$ cat src/core/acal_params.svh
`ifndef ACAL_PARAMS_SVH
`define ACAL_PARAMS_SVH
// Operation
// - Timed run lasts 250, 500 or 1000 ms
// - Code 3: run until a cancellation trigger
// - After cancellation, take calibration measurements
// - Crossing window 100, 200, 300, 390 us
// - Duration selector resets to code 2

// ==========================================================
// Register offsets
`define ACAL_OFS_ZC         8'h29
`define ACAL_OFS_DUR        8'h2a
`define ACAL_OFS_CTRL       8'h2b

// ==========================================================
// Field positions
`define ACAL_SEL_LSB        0
`define ACAL_CTRL_GO        0
`define ACAL_CTRL_DONE      1
`define ACAL_CTRL_RUN       2
`define ACAL_CTRL_MEAS      3
`define ACAL_CTRL_MAN       4

// ==========================================================
// Reset values and codes
`define ACAL_DUR_RST        2'h2
`define ACAL_ZC_RST         2'h0
`define ACAL_DUR_MANUAL     2'h3

// ==========================================================
// Timing
`define ACAL_CLK_PERIOD_NS  10
`define ACAL_TICK_NS        1000
`define ACAL_TICK_CYC       (`ACAL_TICK_NS / `ACAL_CLK_PERIOD_NS)
`define ACAL_CAL0_MS        250
`define ACAL_CAL1_MS        500
`define ACAL_CAL2_MS        1000
`define ACAL_MEAS_MS        5
`define ACAL_MAN_MIN_S      1
`define ACAL_ZC0_US         100
`define ACAL_ZC1_US         200
`define ACAL_ZC2_US         300
`define ACAL_ZC3_US         390
`define ACAL_US_PER_MS      1000

`endif

$ cat src/core/acal_pkg.sv
package acal_pkg;

  // Calibration phases
  typedef enum logic [1:0] {
    ACAL_IDLE,
    ACAL_RUN,
    ACAL_MEAS
  } acal_phase_t;

  // State of the top module, apart from the reset release flops rst_meta_q and rstn_q and the count, busy and expiry flops inside the two timer instances
  typedef struct packed {
    acal_phase_t phase;
    logic        manual;
    logic [1:0]  dur;
    logic [1:0]  zc;
    logic        done;
    logic [7:0]  rdata;
    logic [2:0]  trig_s;
    logic [2:0]  en_s;
    logic        trig_l;
    logic        en_l;
    logic [15:0] div;
    logic        tick;
  } acal_state_t;

endpackage

$ cat src/core/acal_tick_timer.sv
`timescale 1ns/100ps
// Down counter advanced by a tick enable; expire is a one-cycle pulse
module acal_tick_timer #(
  parameter int unsigned CNT_W = 20
) (
  // Clock and reset
  input  wire logic             clk_in,
  input  wire logic             rstn_in,
  // Control
  input  wire logic             tick_in,
  input  wire logic             load_in,
  input  wire logic [CNT_W-1:0] load_val_in,
  // Status
  output logic                  busy_out,
  output logic                  expire_out
);
  import acal_pkg::*;

  typedef struct packed {
    logic [CNT_W-1:0] cnt;
    logic             busy;
    logic             exp;
  } acal_tmr_t;

  acal_tmr_t st_q;
  acal_tmr_t st_d;

  // Load wins over counting; expiry when the last tick is taken
  always_comb begin
    st_d     = st_q;
    st_d.exp = 1'b0;
    if (load_in) begin
      st_d.cnt = load_val_in;
    end else if (tick_in && (st_q.cnt != '0)) begin
      st_d.cnt = st_q.cnt - 1'b1;
      st_d.exp = (st_q.cnt == CNT_W'(1));
    end
    st_d.busy = (st_d.cnt != '0);
  end

  // State register
  always_ff @(posedge clk_in or negedge rstn_in) begin
    if (!rstn_in) begin
      st_q <= '0;
    end else begin
      st_q <= st_d;
    end
  end

  assign busy_out   = st_q.busy;
  assign expire_out = st_q.exp;
endmodule

$ cat src/core/acal_top.sv
// Local design decision: strobed register access.
`timescale 1ns/100ps
`include "acal_params.svh"
// Calibration run timing and crossing-detect window timing
module acal_top #(
  parameter int unsigned CNT_W    = 20,
  parameter int unsigned TICK_CYC = `ACAL_TICK_CYC,
  parameter int unsigned CAL0_US  = `ACAL_CAL0_MS * `ACAL_US_PER_MS,
  parameter int unsigned CAL1_US  = `ACAL_CAL1_MS * `ACAL_US_PER_MS,
  parameter int unsigned CAL2_US  = `ACAL_CAL2_MS * `ACAL_US_PER_MS,
  parameter int unsigned MEAS_US  = `ACAL_MEAS_MS * `ACAL_US_PER_MS,
  parameter int unsigned ZC0_US   = `ACAL_ZC0_US,
  parameter int unsigned ZC1_US   = `ACAL_ZC1_US,
  parameter int unsigned ZC2_US   = `ACAL_ZC2_US,
  parameter int unsigned ZC3_US   = `ACAL_ZC3_US
) (
  // Clock and reset
  input  wire logic       sys_clk_in,
  input  wire logic       rstn_in,
  // Register port
  input  wire logic [7:0] reg_addr_in,
  input  wire logic [7:0] reg_wdata_in,
  input  wire logic       reg_wr_in,
  input  wire logic       reg_rd_in,
  output logic      [7:0] reg_rdata_out,
  // Pins from outside the clock domain
  input  wire logic       ext_trig_in,
  input  wire logic       dev_en_in,
  // Crossing detector handshake, same clock
  input  wire logic       zc_start_in,
  output logic            zc_window_out,
  // Calibration status towards the driver
  output logic            cal_run_out,
  output logic            cal_meas_out,
  output logic            cal_done_out,
  output logic      [1:0] cal_dur_sel_out,
  output logic      [1:0] crossing_detect_window_sel_out
);
  import acal_pkg::*;

  // ==========================================================
  // Reset release
  logic rst_meta_q;
  logic rstn_q;

  // Assert at once, release after two edges
  always_ff @(posedge sys_clk_in or negedge rstn_in) begin
    if (!rstn_in) begin
      rst_meta_q <= 1'b0;
      rstn_q     <= 1'b0;
    end else begin
      rst_meta_q <= 1'b1;
      rstn_q     <= rst_meta_q;
    end
  end

  // ==========================================================
  // State and timers
  acal_state_t      st_q;
  acal_state_t      st_d;
  logic             cal_ld;
  logic [CNT_W-1:0] cal_val;
  logic             cal_exp;
  logic             zc_ld;
  logic [CNT_W-1:0] zc_val;
  logic             zc_busy;

  // Register strobe decode
  logic wr_dur;
  logic wr_zc;
  logic wr_ctrl;
  logic go_wr;
  logic done_clr;
  logic trig_rise;
  logic en_fall;
  logic start_req;
  logic cancel_req;

  // Duration code to microsecond ticks
  function automatic logic [CNT_W-1:0] cal_us(input logic [1:0] sel);
    logic [CNT_W-1:0] v;
    v = CNT_W'(CAL2_US);
    case (sel)
      2'h0: v = CNT_W'(CAL0_US);
      2'h1: v = CNT_W'(CAL1_US);
      default: v = CNT_W'(CAL2_US);
    endcase
    return v;
  endfunction

  // Crossing window code to microsecond ticks
  function automatic logic [CNT_W-1:0] zc_us(input logic [1:0] sel);
    logic [CNT_W-1:0] v;
    v = CNT_W'(ZC0_US);
    case (sel)
      2'h0: v = CNT_W'(ZC0_US);
      2'h1: v = CNT_W'(ZC1_US);
      2'h2: v = CNT_W'(ZC2_US);
      default: v = CNT_W'(ZC3_US);
    endcase
    return v;
  endfunction

  // Write decode
  always_comb begin
    wr_dur  = 1'b0;
    wr_zc   = 1'b0;
    wr_ctrl = 1'b0;
    if (reg_wr_in && reg_addr_in == `ACAL_OFS_DUR) begin
      wr_dur = 1'b1;
    end else if (reg_wr_in && reg_addr_in == `ACAL_OFS_ZC) begin
      wr_zc = 1'b1;
    end else if (reg_wr_in && reg_addr_in == `ACAL_OFS_CTRL) begin
      wr_ctrl = 1'b1;
    end
  end

  assign go_wr    = wr_ctrl && reg_wdata_in[`ACAL_CTRL_GO];
  assign done_clr = wr_ctrl && reg_wdata_in[`ACAL_CTRL_DONE];

  // Filtered pin edges, from the second and third stages and the held level;
  // worked out from registered stages so no loop through st_d
  assign trig_rise = (st_q.trig_s[1] == st_q.trig_s[2]) && st_q.trig_s[2]
                     && !st_q.trig_l;
  assign en_fall   = (st_q.en_s[1] == st_q.en_s[2]) && !st_q.en_s[2]
                     && st_q.en_l;

  // Run starts from software or the external trigger while enabled
  assign start_req = (st_q.phase == ACAL_IDLE) && st_q.en_l
                     && (go_wr || trig_rise);

  // Any of the three triggers ends a manual run
  assign cancel_req = (st_q.phase == ACAL_RUN) && st_q.manual
                      && (go_wr || trig_rise || en_fall);

  // ==========================================================
  // Next state
  always_comb begin
    st_d    = st_q;
    cal_ld  = 1'b0;
    cal_val = '0;
    zc_ld   = 1'b0;
    zc_val  = zc_us(st_q.zc);

    // Pin synchronisers; a level changes once stages two and three agree
    st_d.trig_s = {st_q.trig_s[1:0], ext_trig_in};
    st_d.en_s   = {st_q.en_s[1:0], dev_en_in};
    if (st_q.trig_s[1] == st_q.trig_s[2]) begin
      st_d.trig_l = st_q.trig_s[2];
    end
    if (st_q.en_s[1] == st_q.en_s[2]) begin
      st_d.en_l = st_q.en_s[2];
    end

    // Microsecond tick divider
    st_d.tick = 1'b0;
    if (st_q.div >= 16'(TICK_CYC - 1)) begin
      st_d.div  = '0;
      st_d.tick = 1'b1;
    end else begin
      st_d.div = st_q.div + 16'h0001;
    end

    // Configuration writes
    if (wr_dur) begin
      st_d.dur = reg_wdata_in[`ACAL_SEL_LSB +: 2];
    end
    if (wr_zc) begin
      st_d.zc = reg_wdata_in[`ACAL_SEL_LSB +: 2];
    end

    // Software clear of the done flag; a new completion wins below
    if (done_clr) begin
      st_d.done = 1'b0;
    end

    // Calibration sequence
    case (st_q.phase)
      ACAL_IDLE: begin
        if (start_req) begin
          st_d.phase  = ACAL_RUN;
          st_d.manual = (st_q.dur == `ACAL_DUR_MANUAL);
          if (st_q.dur != `ACAL_DUR_MANUAL) begin
            cal_ld  = 1'b1;
            cal_val = cal_us(st_q.dur);
          end
        end
      end
      ACAL_RUN: begin
        if ((!st_q.manual && cal_exp) || cancel_req) begin
          st_d.phase = ACAL_MEAS;
          cal_ld     = 1'b1;
          cal_val    = CNT_W'(MEAS_US);
        end
      end
      ACAL_MEAS: begin
        if (cal_exp) begin
          st_d.phase = ACAL_IDLE;
          st_d.done  = 1'b1;
        end
      end
      default: begin
        st_d.phase = ACAL_IDLE;
      end
    endcase

    // Crossing window opens on each detector request
    if (zc_start_in) begin
      zc_ld = 1'b1;
    end

    // Registered read data, unmapped offsets read zero
    if (reg_rd_in) begin
      if (reg_addr_in == `ACAL_OFS_DUR) begin
        st_d.rdata = {6'h00, st_q.dur};
      end else if (reg_addr_in == `ACAL_OFS_ZC) begin
        st_d.rdata = {6'h00, st_q.zc};
      end else if (reg_addr_in == `ACAL_OFS_CTRL) begin
        st_d.rdata = {3'h0, st_q.manual,
                      st_q.phase == ACAL_MEAS,
                      st_q.phase == ACAL_RUN,
                      st_q.done, 1'b0};
      end else begin
        st_d.rdata = 8'h00;
      end
    end
  end

  // State register
  always_ff @(posedge sys_clk_in or negedge rstn_q) begin
    if (!rstn_q) begin
      st_q       <= '0;
      st_q.phase <= ACAL_IDLE;
      st_q.dur   <= `ACAL_DUR_RST;
      st_q.zc    <= `ACAL_ZC_RST;
    end else begin
      st_q <= st_d;
    end
  end

  // ==========================================================
  // Timers
  acal_tick_timer #(
    .CNT_W       (CNT_W)
  ) u_cal_timer (
    .clk_in      (sys_clk_in),
    .rstn_in     (rstn_q),
    .tick_in     (st_q.tick),
    .load_in     (cal_ld),
    .load_val_in (cal_val),
    .busy_out    (),
    .expire_out  (cal_exp)
  );

  acal_tick_timer #(
    .CNT_W       (CNT_W)
  ) u_zc_timer (
    .clk_in      (sys_clk_in),
    .rstn_in     (rstn_q),
    .tick_in     (st_q.tick),
    .load_in     (zc_ld),
    .load_val_in (zc_val),
    .busy_out    (zc_busy),
    .expire_out  ()
  );

  // ==========================================================
  // Outputs
  assign reg_rdata_out                  = st_q.rdata;
  assign zc_window_out                  = zc_busy;
  assign cal_run_out                    = (st_q.phase == ACAL_RUN);
  assign cal_meas_out                   = (st_q.phase == ACAL_MEAS);
  assign cal_done_out                   = st_q.done;
  assign cal_dur_sel_out                = st_q.dur;
  assign crossing_detect_window_sel_out = st_q.zc;
endmodule

$ cat config.mk
export PLATFORM = sky130hd
export DESIGN_NAME = acal_top
export DESIGN_NICKNAME = d
export VERILOG_FILES = /design/src/core/acal_pkg.sv /design/src/core/acal_tick_timer.sv /design/src/core/acal_top.sv
export VERILOG_INCLUDE_DIRS = /design/src /design/src/core
export SDC_FILE = /design/constraint.sdc
export NUM_CORES = 1
export LEC_CHECK = 0
export BUFFER_PORTS_ARGS = -buffer_cell sky130_fd_sc_hd__buf_2
export CAP_MARGIN = 10
export CORE_UTILIZATION = 55
export CTS_CLUSTER_SIZE = 10
export DETAILED_ROUTE_END_ITERATION = 10
export HOLD_SLACK_MARGIN = 0.1
export PLACE_DENSITY = 0.77
export SYNTH_ARGS = -nofsm -noshare
export SYNTH_HDL_FRONTEND = slang
export SYNTH_HIERARCHICAL = 1
export SYNTH_SLANG_ARGS = --single-unit
$ cat constraint.sdc
create_clock -name sys_clk_in -period 2.49 [get_ports sys_clk_in]
set_clock_uncertainty 0.15 [all_clocks]
set_input_delay 0.249 -clock sys_clk_in [delete_from_list [all_inputs] [get_ports sys_clk_in]]
set_output_delay 0.249 -clock sys_clk_in [all_outputs]
set_load 0.1 [all_outputs]
==> results of run 1 <==
critical path, stage by stage (launching register included):
cell                      delay (ps)
sky130_fd_sc_hd__dfrtp_1         390
sky130_fd_sc_hd__or4_4           590
sky130_fd_sc_hd__buf_6           150
sky130_fd_sc_hd__nor4b_4         370
sky130_fd_sc_hd__buf_4           190
sky130_fd_sc_hd__nand2_2          70
sky130_fd_sc_hd__a21oi_1         150
sky130_fd_sc_hd__o21ai_0         130
sky130_fd_sc_hd__nor4_1          300
sky130_fd_sc_hd__nand4_1         140
through the flow:
| stage | power, mW | cell area, µm² | setup slack (ps) | util | instances |
|---|---|---|---|---|---|
| 2_1_floorplan | 2.50 | 4840 | -198 | - | 527 |
| 3_3_place_gp | 2.83 | 5420 | -322 | 0.656 | 695 |
| 3_5_place_dp | 2.88 | 5420 | -388 | 0.656 | 695 |
| 4_1_cts | 3.92 | 5860 | -194 | 0.710 | 731 |
| 5_1_grt | 4.22 | 5950 | -319 | 0.721 | 729 |
| 6_report | 3.98 | 5950 | -275 | 0.721 | 729 |
layout by cell type (no fill, tap or decap), drive strengths merged, types with 11 or more instances in the layout:
master / instances
mux2: 12
buf: 100
ha: 19
dlygate4sd3: 11
nor2: 45
xor2: 11
conb: 34
o21ai: 39
a21oi: 14
nand2: 41
nand3: 12
dfrtp: 81
nor3: 19
xnor2: 11
inv: 37
nor4: 15
repair_timing:
item	CTS	global route
buffers inserted	9	2
gates resized for setup	14	24
hold buffers	11	0
endpoints found under the setup margin	6	16
endpoints found under the hold margin	14	0
pin swaps	9	11
final timing paths:
path,slack [ps],to,cells after the start
worst min register to register,200,u_cal_timer/st_q[18],0
worst max-delay path,-280,u_zc_timer/busy_out,9
max in group asynchronous,1380,u_cal_timer/st_q[7],1
worst min-delay path,140,cal_done_out,3
min in group asynchronous,200,u_cal_timer/st_q[18],0
worst max register to register,-280,u_zc_timer/busy_out,9
flip-flops by register name (all words and copies together) (netlist names):
name,count
cal_dur_sel_out,2
u_zc_timer/busy_out,1
u_cal_timer/st_q,20
rstn_q,1
st_d,4
u_zc_timer/st_q,20
cal_done_out,1
u_cal_timer/expire_out,1
st_q,24
crossing_detect_window_sel_out,2
rst_meta_q,1
reg_rdata_out,5
per-layer routing:
| metal | track usage | up-vias |
|---|---|---|
| li1 | - | 1962 |
| met2 | 0.439 | 145 |
| met1 | 0.341 | 2003 |
| met4 | 0.0909 | 0 |
| met5 | 0 | - |
| met3 | 0.0660 | 23 |
report_power, final:
part / switching, mW / internal (mW) / leakage, nW / total (mW)
Combinational: 0.707 / 0.548 / 1.53 / 1.26
Sequential: 0.199 / 1.53 / 0.999 / 1.73
Clock: 0.523 / 0.470 / 0.0962 / 0.994
final cells by class:
| type | instances | area, µm² |
|---|---|---|
| clock buffers | 9 | 124 |
| repair buffers | 111 | 805 |
| inverters | 35 | 131 |
| well taps | 105 | 131 |
| clock inverters | 7 | 76.3 |
| fillers | 596 | 2300 |
| flip-flops and latches | 82 | 2060 |
| multi-input cells | 380 | 2630 |
==> impl.org, run 1 <==
** Route
- After detailed routing, no signal wire sits above met4.
- The routed design uses 5730 µm of met2 wire.
- Number of optimization iterations in the first detailed-route pass :: 6
- The routed design has between 10000 and 15000 µm of wire.
- The first routing iteration left 220 violations.
- Using the TritonRoute via totals, the vias-per-cell ratio works out to 5.67.
- In the final routing, the length of wire on met1 measures 4950 µm.
- DR DRC count :: 0
- Dividing the detail-routed wire length by the instance count gives 15.9 µm.
- Routed Antenna Nets :: 0
- In the detailed route, the total length drawn on met3 is 712 µm.
- The routed layout has 4133 vias.

** Floorplan
- I/O pin total :: 39
- Core Area :: 0.00826 mm²
- Full die area :: 0.00892 mm²
- Number of rows created at floorplan :: 33
- Vertical die dimension :: 94.5 µm
- Starting Density :: 0.569
- Chip Width :: 94.5 µm

** Setup path
- CP Data Required Time :: 2580 ps
- Worst setup path startpoint :: u_zc_timer/st_q[16]
- Startpoint Class :: flop
- STA classifies the critical path endpoint as a flop.
- In this run the critical register-to-register path is launched from u_zc_timer/st_q[16].
- The setup path with the least slack is of type flop to flop.
- Critical path fanouts, max :: 6
- At the worst endpoint, the arrival time is about 2900 ps.

** CTS
- The tree is rooted in a sky130_fd_sc_hd__clkbuf_8.
- The clock drives 82 sinks.
- Longest Clk Path Bufs :: 2
- For the worst-skew pair, the clock arrives at the later sink with an insertion delay of around 360 ps.
- TritonCTS created 9 clock buffers.
- TritonCTS clock tree :: yes
- Clock-pin slew was measured on the worst setup and hold paths at about 90 ps.
- The H-tree generated during clock tree synthesis spans 3 levels.

** Placed design
- Routability cong. :: 0.888
- # port buffers :: 29
- HPWL after detailed placement :: just under 8000 µm

** Timing
- The tightest hold path in the finished design has a slack of between 100 and 150 ps.
- Derived from the worst setup path, the maximum achievable clock frequency is approximately 0.36 GHz.
- Crit share post-route :: 1.11
- Across all setup checks in the final design, the least slack found is -275 ps.
- The total count of hold-check failures in the final report came to 0.
- Setup repair after global routing could not meet its margin everywhere.
- The count of pins over their slew limit was 0.
- In this run the tightest slew margin relative to its limit is 0.594.
- After layout, the minimum clock period comes to around 2800 ps.
- Final total negative setup slack :: -300 ps
- Worst-Margin Slew :: 609 ps
- Setup violations remaining at the end of the flow were counted as 3.

** Global routing
- Overflow left after global routing :: 0
- Wire length of the first global-routing pass :: 18200 µm
- Number of antenna violations at the first check in global routing :: 0
- Vias in the first global route :: 3932
- Entering global routing, the biggest net connects 47 pins.
- GR Util All Layers :: 0.266

** Cells and area
- The repair_antennas step left the layout with diodes totalling 0.
- Share of post-route cells with drive strength above 1 :: 0.300
- From synthesis to final layout, the design area changed by 26.6%.
- Post-layout net count :: 661

** Logic synthesis
- Synthesized area :: roughly 0.0047 mm²
- During synthesis, Yosys emitted a total of 6 warnings.
- The cell count after synthesis came out at around 500.
- After synthesis, the mean cell area works out to ~9.5 µm².

** Job
- Number of violations of the max-capacitance limit :: 0

** Pwr
- In this run the static leakage power is 2.62 nW.
- Dividing total power by cell area gives a power density of roughly 670 mW/mm².
- IR analysis of the VDD net gives a maximum drop of 0.546 mV.

** Run status
- Failing checks :: negative setup slack
- Result of the run :: finished, violations left

** Worst hold path
- Startpoint of the tightest hold check path :: reg_addr_in[0]
- The path class of the tightest hold or removal check is input port to flop.
Power figures use the tool's default switching activity.
==> inputs of run 2 (changes only) <==
--- a/config.mk
+++ b/config.mk
@@ -8,6 +8,7 @@
 export LEC_CHECK = 0
 export BUFFER_PORTS_ARGS = -buffer_cell sky130_fd_sc_hd__buf_2
 export CAP_MARGIN = 10
+export CORE_ASPECT_RATIO = 0.75
 export CORE_UTILIZATION = 55
 export CTS_CLUSTER_SIZE = 10
 export DETAILED_ROUTE_END_ITERATION = 10
==> run 2 against run 1 <==
  * The run still ends with negative setup slack left
  * Via count down 1.4%
  * Non-clock buffer count down 4
  * Global-route usage up 2.0 points
  * Hold slack worse by 17 ps
  * Die area about the same
  * Sequential share of layout area up 0.12 points
  * Clock-buffer cell count up 2
  * Design area down 0.36%
  * Largest power group unchanged
  * Highest routed layer unchanged
  * Flip-flop and latch count unchanged
==> impl.org, run 2 (same netlist as run 1, synthesis figures left out) <==
** Route
- Final routed wirelength across all metal layers :: 11600 µm (about the same)
- Vias per std cell :: 5.62 (was 5.67)
- Routed Antenna Nets :: 0 (unchanged)
- The iteration count of the initial detailed-routing pass came to 5 (was 6).
- DR DRC count :: 0 (unchanged)
- Iter 0 DRT Violations :: 276 (was 220)
- The number of vias after detailed routing is 4075 (was 4133).
- The detail-routed net length per standard cell was 16.0 µm (was 15.9 µm).

** Timing
- The top achievable clock speed was 0.368 GHz (was 0.362 GHz).
- The shortest period the worst path allows came to 2720 ps (was 2770 ps).
- Slew Viols, Final :: 0 (unchanged)
- Final Setup Violations :: 1 (was 3)
- Unrepaired setup endpoints after global routing :: yes (unchanged)
- The transition time at the pin with the least slew margin was 553 ps (was 609 ps).
- The headroom to the max-slew limit came to 0.628 (was 0.594).
- The final-layout setup total negative slack was -231 ps (was -300 ps).
- Crit share post-route :: 1.09 (was 1.11)
- The setup slack after layout came to -231 ps (was -275 ps).
- The total count of hold-check failures in the final report was 0 (unchanged).
- The worst hold slack across all endpoints is 125 ps (was 142 ps).

** Global routing
- The first-pass GRT wire length came to 19000 µm (was 18200 µm).
- The total congestion overflow after global routing was 0 (unchanged).
- The number of global-route vias before repair is 3870 (was 3932).
- The initial antenna violation count is 0 (unchanged).
- Maximum number of pins on one net before global-route repair :: 38 (was 47)
- Met2 Resource Use GR :: 0.458 (was 0.439)
- The global routing usage on met3 was 0.0675 (was 0.0660).
- GR Util All Layers :: 0.286 (was 0.266)
- The met1 track utilization from global routing is 0.389 (was 0.341).
- Layer with the highest usage :: met2 (unchanged)

** Setup path
- The highest-delay cell along the critical path was sky130_fd_sc_hd__or4_1 (was sky130_fd_sc_hd__or4_4).
- The stage delay of the slowest cell on the critical path was 600 ps (was 590 ps).
- Kind of cell adding the most delay to the critical path :: simple AND/OR/NAND/NOR gates (unchanged)
- The critical path start-end classification is flop to flop (unchanged).
- The instance count on the critical path is 9 (unchanged).
- CP Data Required Time :: 2550 ps (was 2580 ps)
- Buffering stage count on the worst path with inverters included :: 2 (unchanged)
- Chain of cells forming the critical path: or4_1 -> buf_4 -> nor4_2 -> buf_4 -> nand3_1 -> xor2_2 -> a31oi_1 -> nor4_2 -> nand4_1 (was or4_4 -> buf_6 -> nor4b_4 -> buf_4 -> nand2_2 -> a21oi_1 -> o21ai_0 -> nor4_1 -> nand4_1).
- The biggest fanout along the worst timing path came to 2 (was 6).
- Startpoint Class :: flop (unchanged)
- The type of element capturing the critical path was a flop (unchanged).
- The arrival time of data at the critical path endpoint came to 2780 ps (was 2850 ps).
- Length in cells of the worst reg-to-reg path :: 9 (unchanged)

** Cells and area
- The commonest non-fill, non-tap cell in the layout was sky130_fd_sc_hd__dfrtp_1 (unchanged).
- Largest registers: st_q (24), u_cal_timer/st_q (20), u_zc_timer/st_q (20) (unchanged).
- Number of diodes :: 0 (unchanged)
- The filler-free cell count of the finished design is 725 (was 729).
- Max reg flops :: 24 (unchanged)
- The final-layout fill cell count was 543 (was 596).
- Highest-count cells in the layout ignoring fill and taps: 80 x sky130_fd_sc_hd__dfrtp_1, 68 x sky130_fd_sc_hd__buf_4, 44 x sky130_fd_sc_hd__nor2_1 (was 80 x sky130_fd_sc_hd__dfrtp_1, 69 x sky130_fd_sc_hd__buf_4, 44 x sky130_fd_sc_hd__nor2_1).
- Share of post-route cells with drive strength above 1 :: 0.273 (was 0.300)
- The signed area change from the synthesized netlist to the final layout was 26.2% (was 26.6%).
- The post-route cell area is 0.00593 mm² (was 0.00595 mm²).
- The register name with the most flops is st_q (unchanged).
- Final core utilization :: 0.733 (was 0.721)
- Post-layout net count :: 657 (was 661)

** Floorplan
- Vertical die dimension :: 82.1 µm (was 94.5 µm)
- The number of top-level design ports came to 39 (unchanged).
- The width of the die came to 109 µm (was 94.5 µm).
- The number of rows created at floorplan came to 28 (was 33).
- The starting density of the core is 0.581 (was 0.569).
- Core Area :: 0.00809 mm² (was 0.00826 mm²)
- Full die area :: 0.00892 mm² (about the same)

** Run status
- Failing checks: negative setup slack (unchanged).
- Result of the run :: finished, violations left (unchanged)

** Pwr
- The total power of the final layout was 4.27 mW (was 3.98 mW).
- The leakage power figure is 2.63 nW (was 2.62 nW).
- The peak supply drop is 0.512 mV (was 0.546 mV).
- The ratio of total power to cell area is 720 mW/mm² (was 669 mW/mm²).

** Placed design
- Post-placement worst setup slack :: -458 ps (was -388 ps)
- The placer's final routability congestion estimate is 0.941 (was 0.888).
- Total instance count after detailed placement :: 698 (was 695)
- The count of input and output buffers was 29 (unchanged).
- The cell area reported after detailed placement was 0.00544 mm² (was 0.00542 mm²).
- The detailed placer's ending HPWL is 8150 µm (was 7750 µm).

** CTS
- The clock tree root driver cell was sky130_fd_sc_hd__clkbuf_16 (was sky130_fd_sc_hd__clkbuf_8).
- The CTS tree was yes (unchanged).
- The TritonCTS buffer count came to 9 (unchanged).
- The clock-pin slew of the registers on the worst-case setup and hold paths was 60 ps (was 90 ps).
- The clock latency of the later-clocked register in the worst-skew pair is 340 ps (was 360 ps).
- The sink count of the clock tree is 82 (unchanged).
- Maximum level of the CTS H-tree :: 3 (unchanged)
- Longest Clk Path Bufs :: 2 (unchanged)

** Worst hold path
- Count of cells along the worst hold path :: 3 (unchanged)
- Worst Hold Class :: input port to flop (unchanged)

** Job
- Number of violations of the max-capacitance limit :: 0 (unchanged)
run 2: repair_timing:
| action | CTS | global route |
|---|---|---|
| buffers inserted | 0 | 2 |
| hold endpoints to repair | 13 | 0 |
| hold buffers | 9 | 0 |
| setup endpoints to repair | 7 | 12 |
| resized for setup | 14 | 6 |
| pin swaps | 3 | 2 |
run 2: power by group:
group / leakage [nW] / total, mW / internal [mW] / switching (mW)
combinational: 1.49 / 1.21 / 0.512 / 0.699
sequential: 0.999 / 1.73 / 1.54 / 0.193
clock: 0.142 / 1.33 / 0.801 / 0.530
total: 2.63 / 4.27 / 2.85 / 1.42
run 2: worst min-delay path: stages:
cell and delay [ps]:
sky130_fd_sc_hd__buf_2 140, sky130_fd_sc_hd__nand4_1 80, sky130_fd_sc_hd__a22o_1 120
run 2: layer usage:
metal  vias to the layer above  wire length (µm)
li1                       1956                 -
met3                        31               732
met5                         -                 0
met1                      1921              5210
met2                       167              5410
met4                         0               224
run 2: path summary, 6_finish.rpt:
| path | start | to | slack, ps |
|---|---|---|---|
| min reg2reg | rstn_q | u_zc_timer/st_q[14] | 150 |
| max | u_zc_timer/st_q[10] | u_zc_timer/busy_out | -230 |
| max reg2reg | u_zc_timer/st_q[10] | u_zc_timer/busy_out | -230 |
| max in group asynchronous | rstn_in | rstn_q | 1420 |
| min in group asynchronous | rstn_q | u_zc_timer/st_q[14] | 150 |
| min | reg_addr_in[1] | cal_done_out | 130 |
run 2: area by class of cell:
type                       instances  area (µm²)  area share
multi-input combinational        380        2550       0.430
sequential                        82        2060       0.347
timing repair buffer             107         766       0.129
clock buffer                      11         243      0.0409
inverter                          35         131      0.0221
tap                              105         131      0.0221
clock inverter                     5        55.1     0.00928
==> inputs of run 3 (changes only) <==
--- a/config.mk
+++ b/config.mk
@@ -6,14 +6,15 @@
 export SDC_FILE = /design/constraint.sdc
 export NUM_CORES = 1
 export LEC_CHECK = 0
+export ABC_AREA = 1
 export BUFFER_PORTS_ARGS = -buffer_cell sky130_fd_sc_hd__buf_2
 export CAP_MARGIN = 10
 export CORE_ASPECT_RATIO = 0.75
-export CORE_UTILIZATION = 55
+export CORE_UTILIZATION = 56
 export CTS_CLUSTER_SIZE = 10
 export DETAILED_ROUTE_END_ITERATION = 10
 export HOLD_SLACK_MARGIN = 0.1
-export PLACE_DENSITY = 0.77
+export PLACE_DENSITY = 0.78
 export SYNTH_ARGS = -nofsm -noshare
 export SYNTH_HDL_FRONTEND = slang
 export SYNTH_HIERARCHICAL = 1
==> run 3 against run 2 <==
  * The run now ends clean
  * First-iteration DRC count increased by 17%
  * Via count increased by 21%
  * Non-clock buffer count shrank 59
  * Maximum frequency is 19% higher
  * Wire length rose by 4.5%
  * Hold slack gained 4.6 ps
  * Highest routed layer unchanged
  * Flip-flop and latch count stayed put
  * Global-route usage is 2.8 points lower
  * Sequential share of layout area down 1.7 points
==> impl.org, run 3 <==
** Run status
- Result of the run: finished clean (was finished, violations left).

** Placed design
- Routability cong. :: 0.909 (was 0.941)
- The detailed placer's ending HPWL was 8860 µm (was 8150 µm).
- The number of cells after detailed placement is 953 (was 698).
- Post-placement worst setup slack :: 184 ps (was -458 ps)
- # port buffers :: 29 (unchanged)

** CTS
- Insertion delay to the later sink of the worst-skew pair :: 350 ps (was 340 ps)
- The maximum number of buffers from clock root to sink came to 2 (unchanged).
- Maximum level of the CTS H-tree :: 3 (unchanged)
- The sink count of the clock tree came to 82 (unchanged).
- The TritonCTS buffer count is 9 (unchanged).
- The clock tree root driver cell is sky130_fd_sc_hd__clkbuf_16 (unchanged).
- The CTS tree is yes (unchanged).
- Clock slew at the register clock pins of the worst setup and hold paths :: 70 ps (was 60 ps)

** Floorplan
- The total die area was 0.0104 mm² (was 0.00892 mm²).
- The number of rows created at floorplan is 31 (was 28).
- Vertical die dimension :: 88.4 µm (was 82.1 µm)
- The width of the die was 117 µm (was 109 µm).
- The number of top-level design ports is 39 (unchanged).
- The starting density of the core is 0.578 (was 0.581).
- The area inside the core boundary came to 0.00966 mm² (was 0.00809 mm²).

** Setup path
- The critical register-to-register path startpoint is u_zc_timer/st_q[10] (unchanged).
- Type of destination of the critical path :: flop (unchanged)
- The arrival time of data at the critical path endpoint was 2370 ps (was 2780 ps).
- The setup slack of the most critical reg-to-reg path came to 200 ps (was -230 ps).
- Critical path fanouts, max :: 10 (was 2)
- The reg-to-reg critical path endpoint was u_zc_timer/busy_out (unchanged).
- CP Data Required Time :: 2570 ps (was 2550 ps)
- Worst Path Class, Setup :: flop to flop (unchanged)
- Length in cells of the worst reg-to-reg path :: 13 (was 9)
- Worst setup path startpoint :: u_zc_timer/st_q[10] (unchanged)
- Startpoint Class :: flop (unchanged)
- The critical path endpoint was u_zc_timer/busy_out (unchanged).

** Pwr
- Pwr Total :: 4.65 mW (was 4.27 mW)
- Static power due to leakage :: 3.35 nW (was 2.63 nW)
- The ratio of total power to cell area is 744 mW/mm² (was 720 mW/mm²).
- Worst-case vdd ir drop :: 0.433 mV (was 0.512 mV)

** Route
- Iter 0 DRT Violations :: 322 (was 276)
- Routed Antenna Nets :: 0 (unchanged)
- The via density per instance is 5.05 (was 5.62).
- Vias :: 4926 (was 4075)
- Final routed wirelength across all metal layers :: 12100 µm (was 11600 µm)
- The final routed DRC violation total is 0 (unchanged).
- Number of optimization iterations in the first detailed-route pass :: 5 (unchanged)
- DR WL/cell :: 12.4 µm (was 16.0 µm)

** Timing
- The headroom to the max-slew limit is 0.583 (was 0.628).
- The setup-violating endpoint count in the final report is 0 (was 1).
- Highest attainable clock frequency :: 0.436 GHz (was 0.368 GHz)
- Worst-Margin Slew :: 625 ps (was 553 ps)
- The final worst-path cycle share came to 0.921 (was 1.09).
- Hold Vio Cnt, Final :: 0 (unchanged)
- The setup slack after layout was 197 ps (was -231 ps).
- Unrepaired setup endpoints after global routing :: no (was yes)
- The count of pins over their slew limit came to 0 (unchanged).
- The final-layout setup total negative slack was 0 ps (was -231 ps).
- Clock period minus worst slack :: 2290 ps (was 2720 ps)

** Cells and area
- Largest registers: st_q (24), u_cal_timer/st_q (20), u_zc_timer/st_q (20) (unchanged).
- Share of post-route cells with drive strength above 1 :: 0.171 (was 0.273)
- Non-filler instance count after layout :: 976 (was 725)
- The flip-flop count of the largest register after layout came to 24 (unchanged).
- Number of diodes :: 0 (unchanged)
- Final core utilization :: 0.647 (was 0.733)
- The signed area change from the synthesized netlist to the final layout was 12.0% (was 26.2%).
- Highest-count cells in the layout ignoring fill and taps: 266 x sky130_fd_sc_hd__nand2_1, 84 x sky130_fd_sc_hd__inv_1, 80 x sky130_fd_sc_hd__dfrtp_1 (was 80 x sky130_fd_sc_hd__dfrtp_1, 68 x sky130_fd_sc_hd__buf_4, 44 x sky130_fd_sc_hd__nor2_1).
- Most common cell after layout, fill and taps aside :: sky130_fd_sc_hd__nand2_1 (was sky130_fd_sc_hd__dfrtp_1)
- The register name with the most flops was st_q (unchanged).
- The post-layout net count is 881 (was 657).

** Global routing
- Wire length of the first global-routing pass :: 20700 µm (was 19000 µm)
- Number of antenna violations at the first check in global routing :: 0 (unchanged)
- The total congestion overflow after global routing came to 0 (unchanged).
- The maximum number of pins on one net before global-route repair is 45 (was 38).
- The total routing usage reported by global routing came to 0.259 (was 0.286).
- The number of global-route vias before repair was 4601 (was 3870).

** Logic synthesis
- The count of warnings emitted by yosys came to 6 (unchanged).
- Post-synthesis instance total :: 781 (was 495)
- Synthesized area :: 0.00558 mm² (was 0.00470 mm²)
- The average cell area after synthesis is 7.14 µm² (was 9.50 µm²).

** Job
- Number of violations of the max-capacitance limit :: 0 (unchanged)

** Worst hold path
- Worst Hold Class :: input port to flop (unchanged)
-- run 3: repair_timing --
| action | 4_1_cts | 5_1_grt |
|---|---|---|
| endpoints found under the hold margin | 10 | 0 |
| buffers inserted | 0 | 0 |
| hold buffers | 7 | 0 |
| endpoints found under the setup margin | 0 | 1 |
| gates resized for setup | 0 | 3 |
-- run 3: worst max-delay path: stages (launching register included) --
cell and delay, ps:
sky130_fd_sc_hd__dfrtp_1 460, sky130_fd_sc_hd__nor2_2 210, sky130_fd_sc_hd__nand2_2 100, sky130_fd_sc_hd__nor2_4 140, sky130_fd_sc_hd__nand3_4 170, sky130_fd_sc_hd__nand2_4 140
sky130_fd_sc_hd__buf_4 180, sky130_fd_sc_hd__nand2_1 70, sky130_fd_sc_hd__nand3_1 60, sky130_fd_sc_hd__nand2_1 80, sky130_fd_sc_hd__nor2_1 100, sky130_fd_sc_hd__nand2_1 90
sky130_fd_sc_hd__nor2_1 140, sky130_fd_sc_hd__nand3_1 90
-- run 3: layout make-up --
class,instances,area [µm²]
fill,827,3410
multi-input combinational,601,3040
sequential,82,2060
inverter,97,364
timing repair buffer,48,330
clock buffer,9,225
tap,132,165
clock inverter,7,68.8
-- run 3: per-stage QoR --
step	hold WS (ps)	area, µm²
floorplan	-197	5690
global placement	-116	5880
detailed placement	-114	5880
CTS	114	6240
global route	166	6250
finish	130	6250
-- run 3: worst min path at each step --
stage / endpoint / cells after the start / start
detailed placement: rst_meta_q / 1 / rstn_in
finish: cal_dur_sel_out[1] / 3 / reg_wr_in
CTS: cal_dur_sel_out[1] / 3 / reg_wr_in
floorplan: rst_meta_q / 0 / rstn_in
global route: cal_dur_sel_out[1] / 3 / reg_wr_in
global placement: rst_meta_q / 1 / rstn_in
-- run 3: report_power, final --
| part | switching, mW | internal [mW] | total [mW] |
|---|---|---|---|
| logic | 1.01 | 0.521 | 1.53 |
| registers | 0.255 | 1.54 | 1.80 |
| clock network | 0.612 | 0.709 | 1.32 |
| total | 1.87 | 2.77 | 4.65 |
-- run 3: metal layers --
metal  global-route usage  part of all wire  vias to the layer above
li1                     -                 -                     2504
met1                0.363              0.49                     2260
met2                0.405              0.45                      152
met3               0.0486             0.057                       10
met4               0.0829             0.010                        0
met5                    0                 0                        -
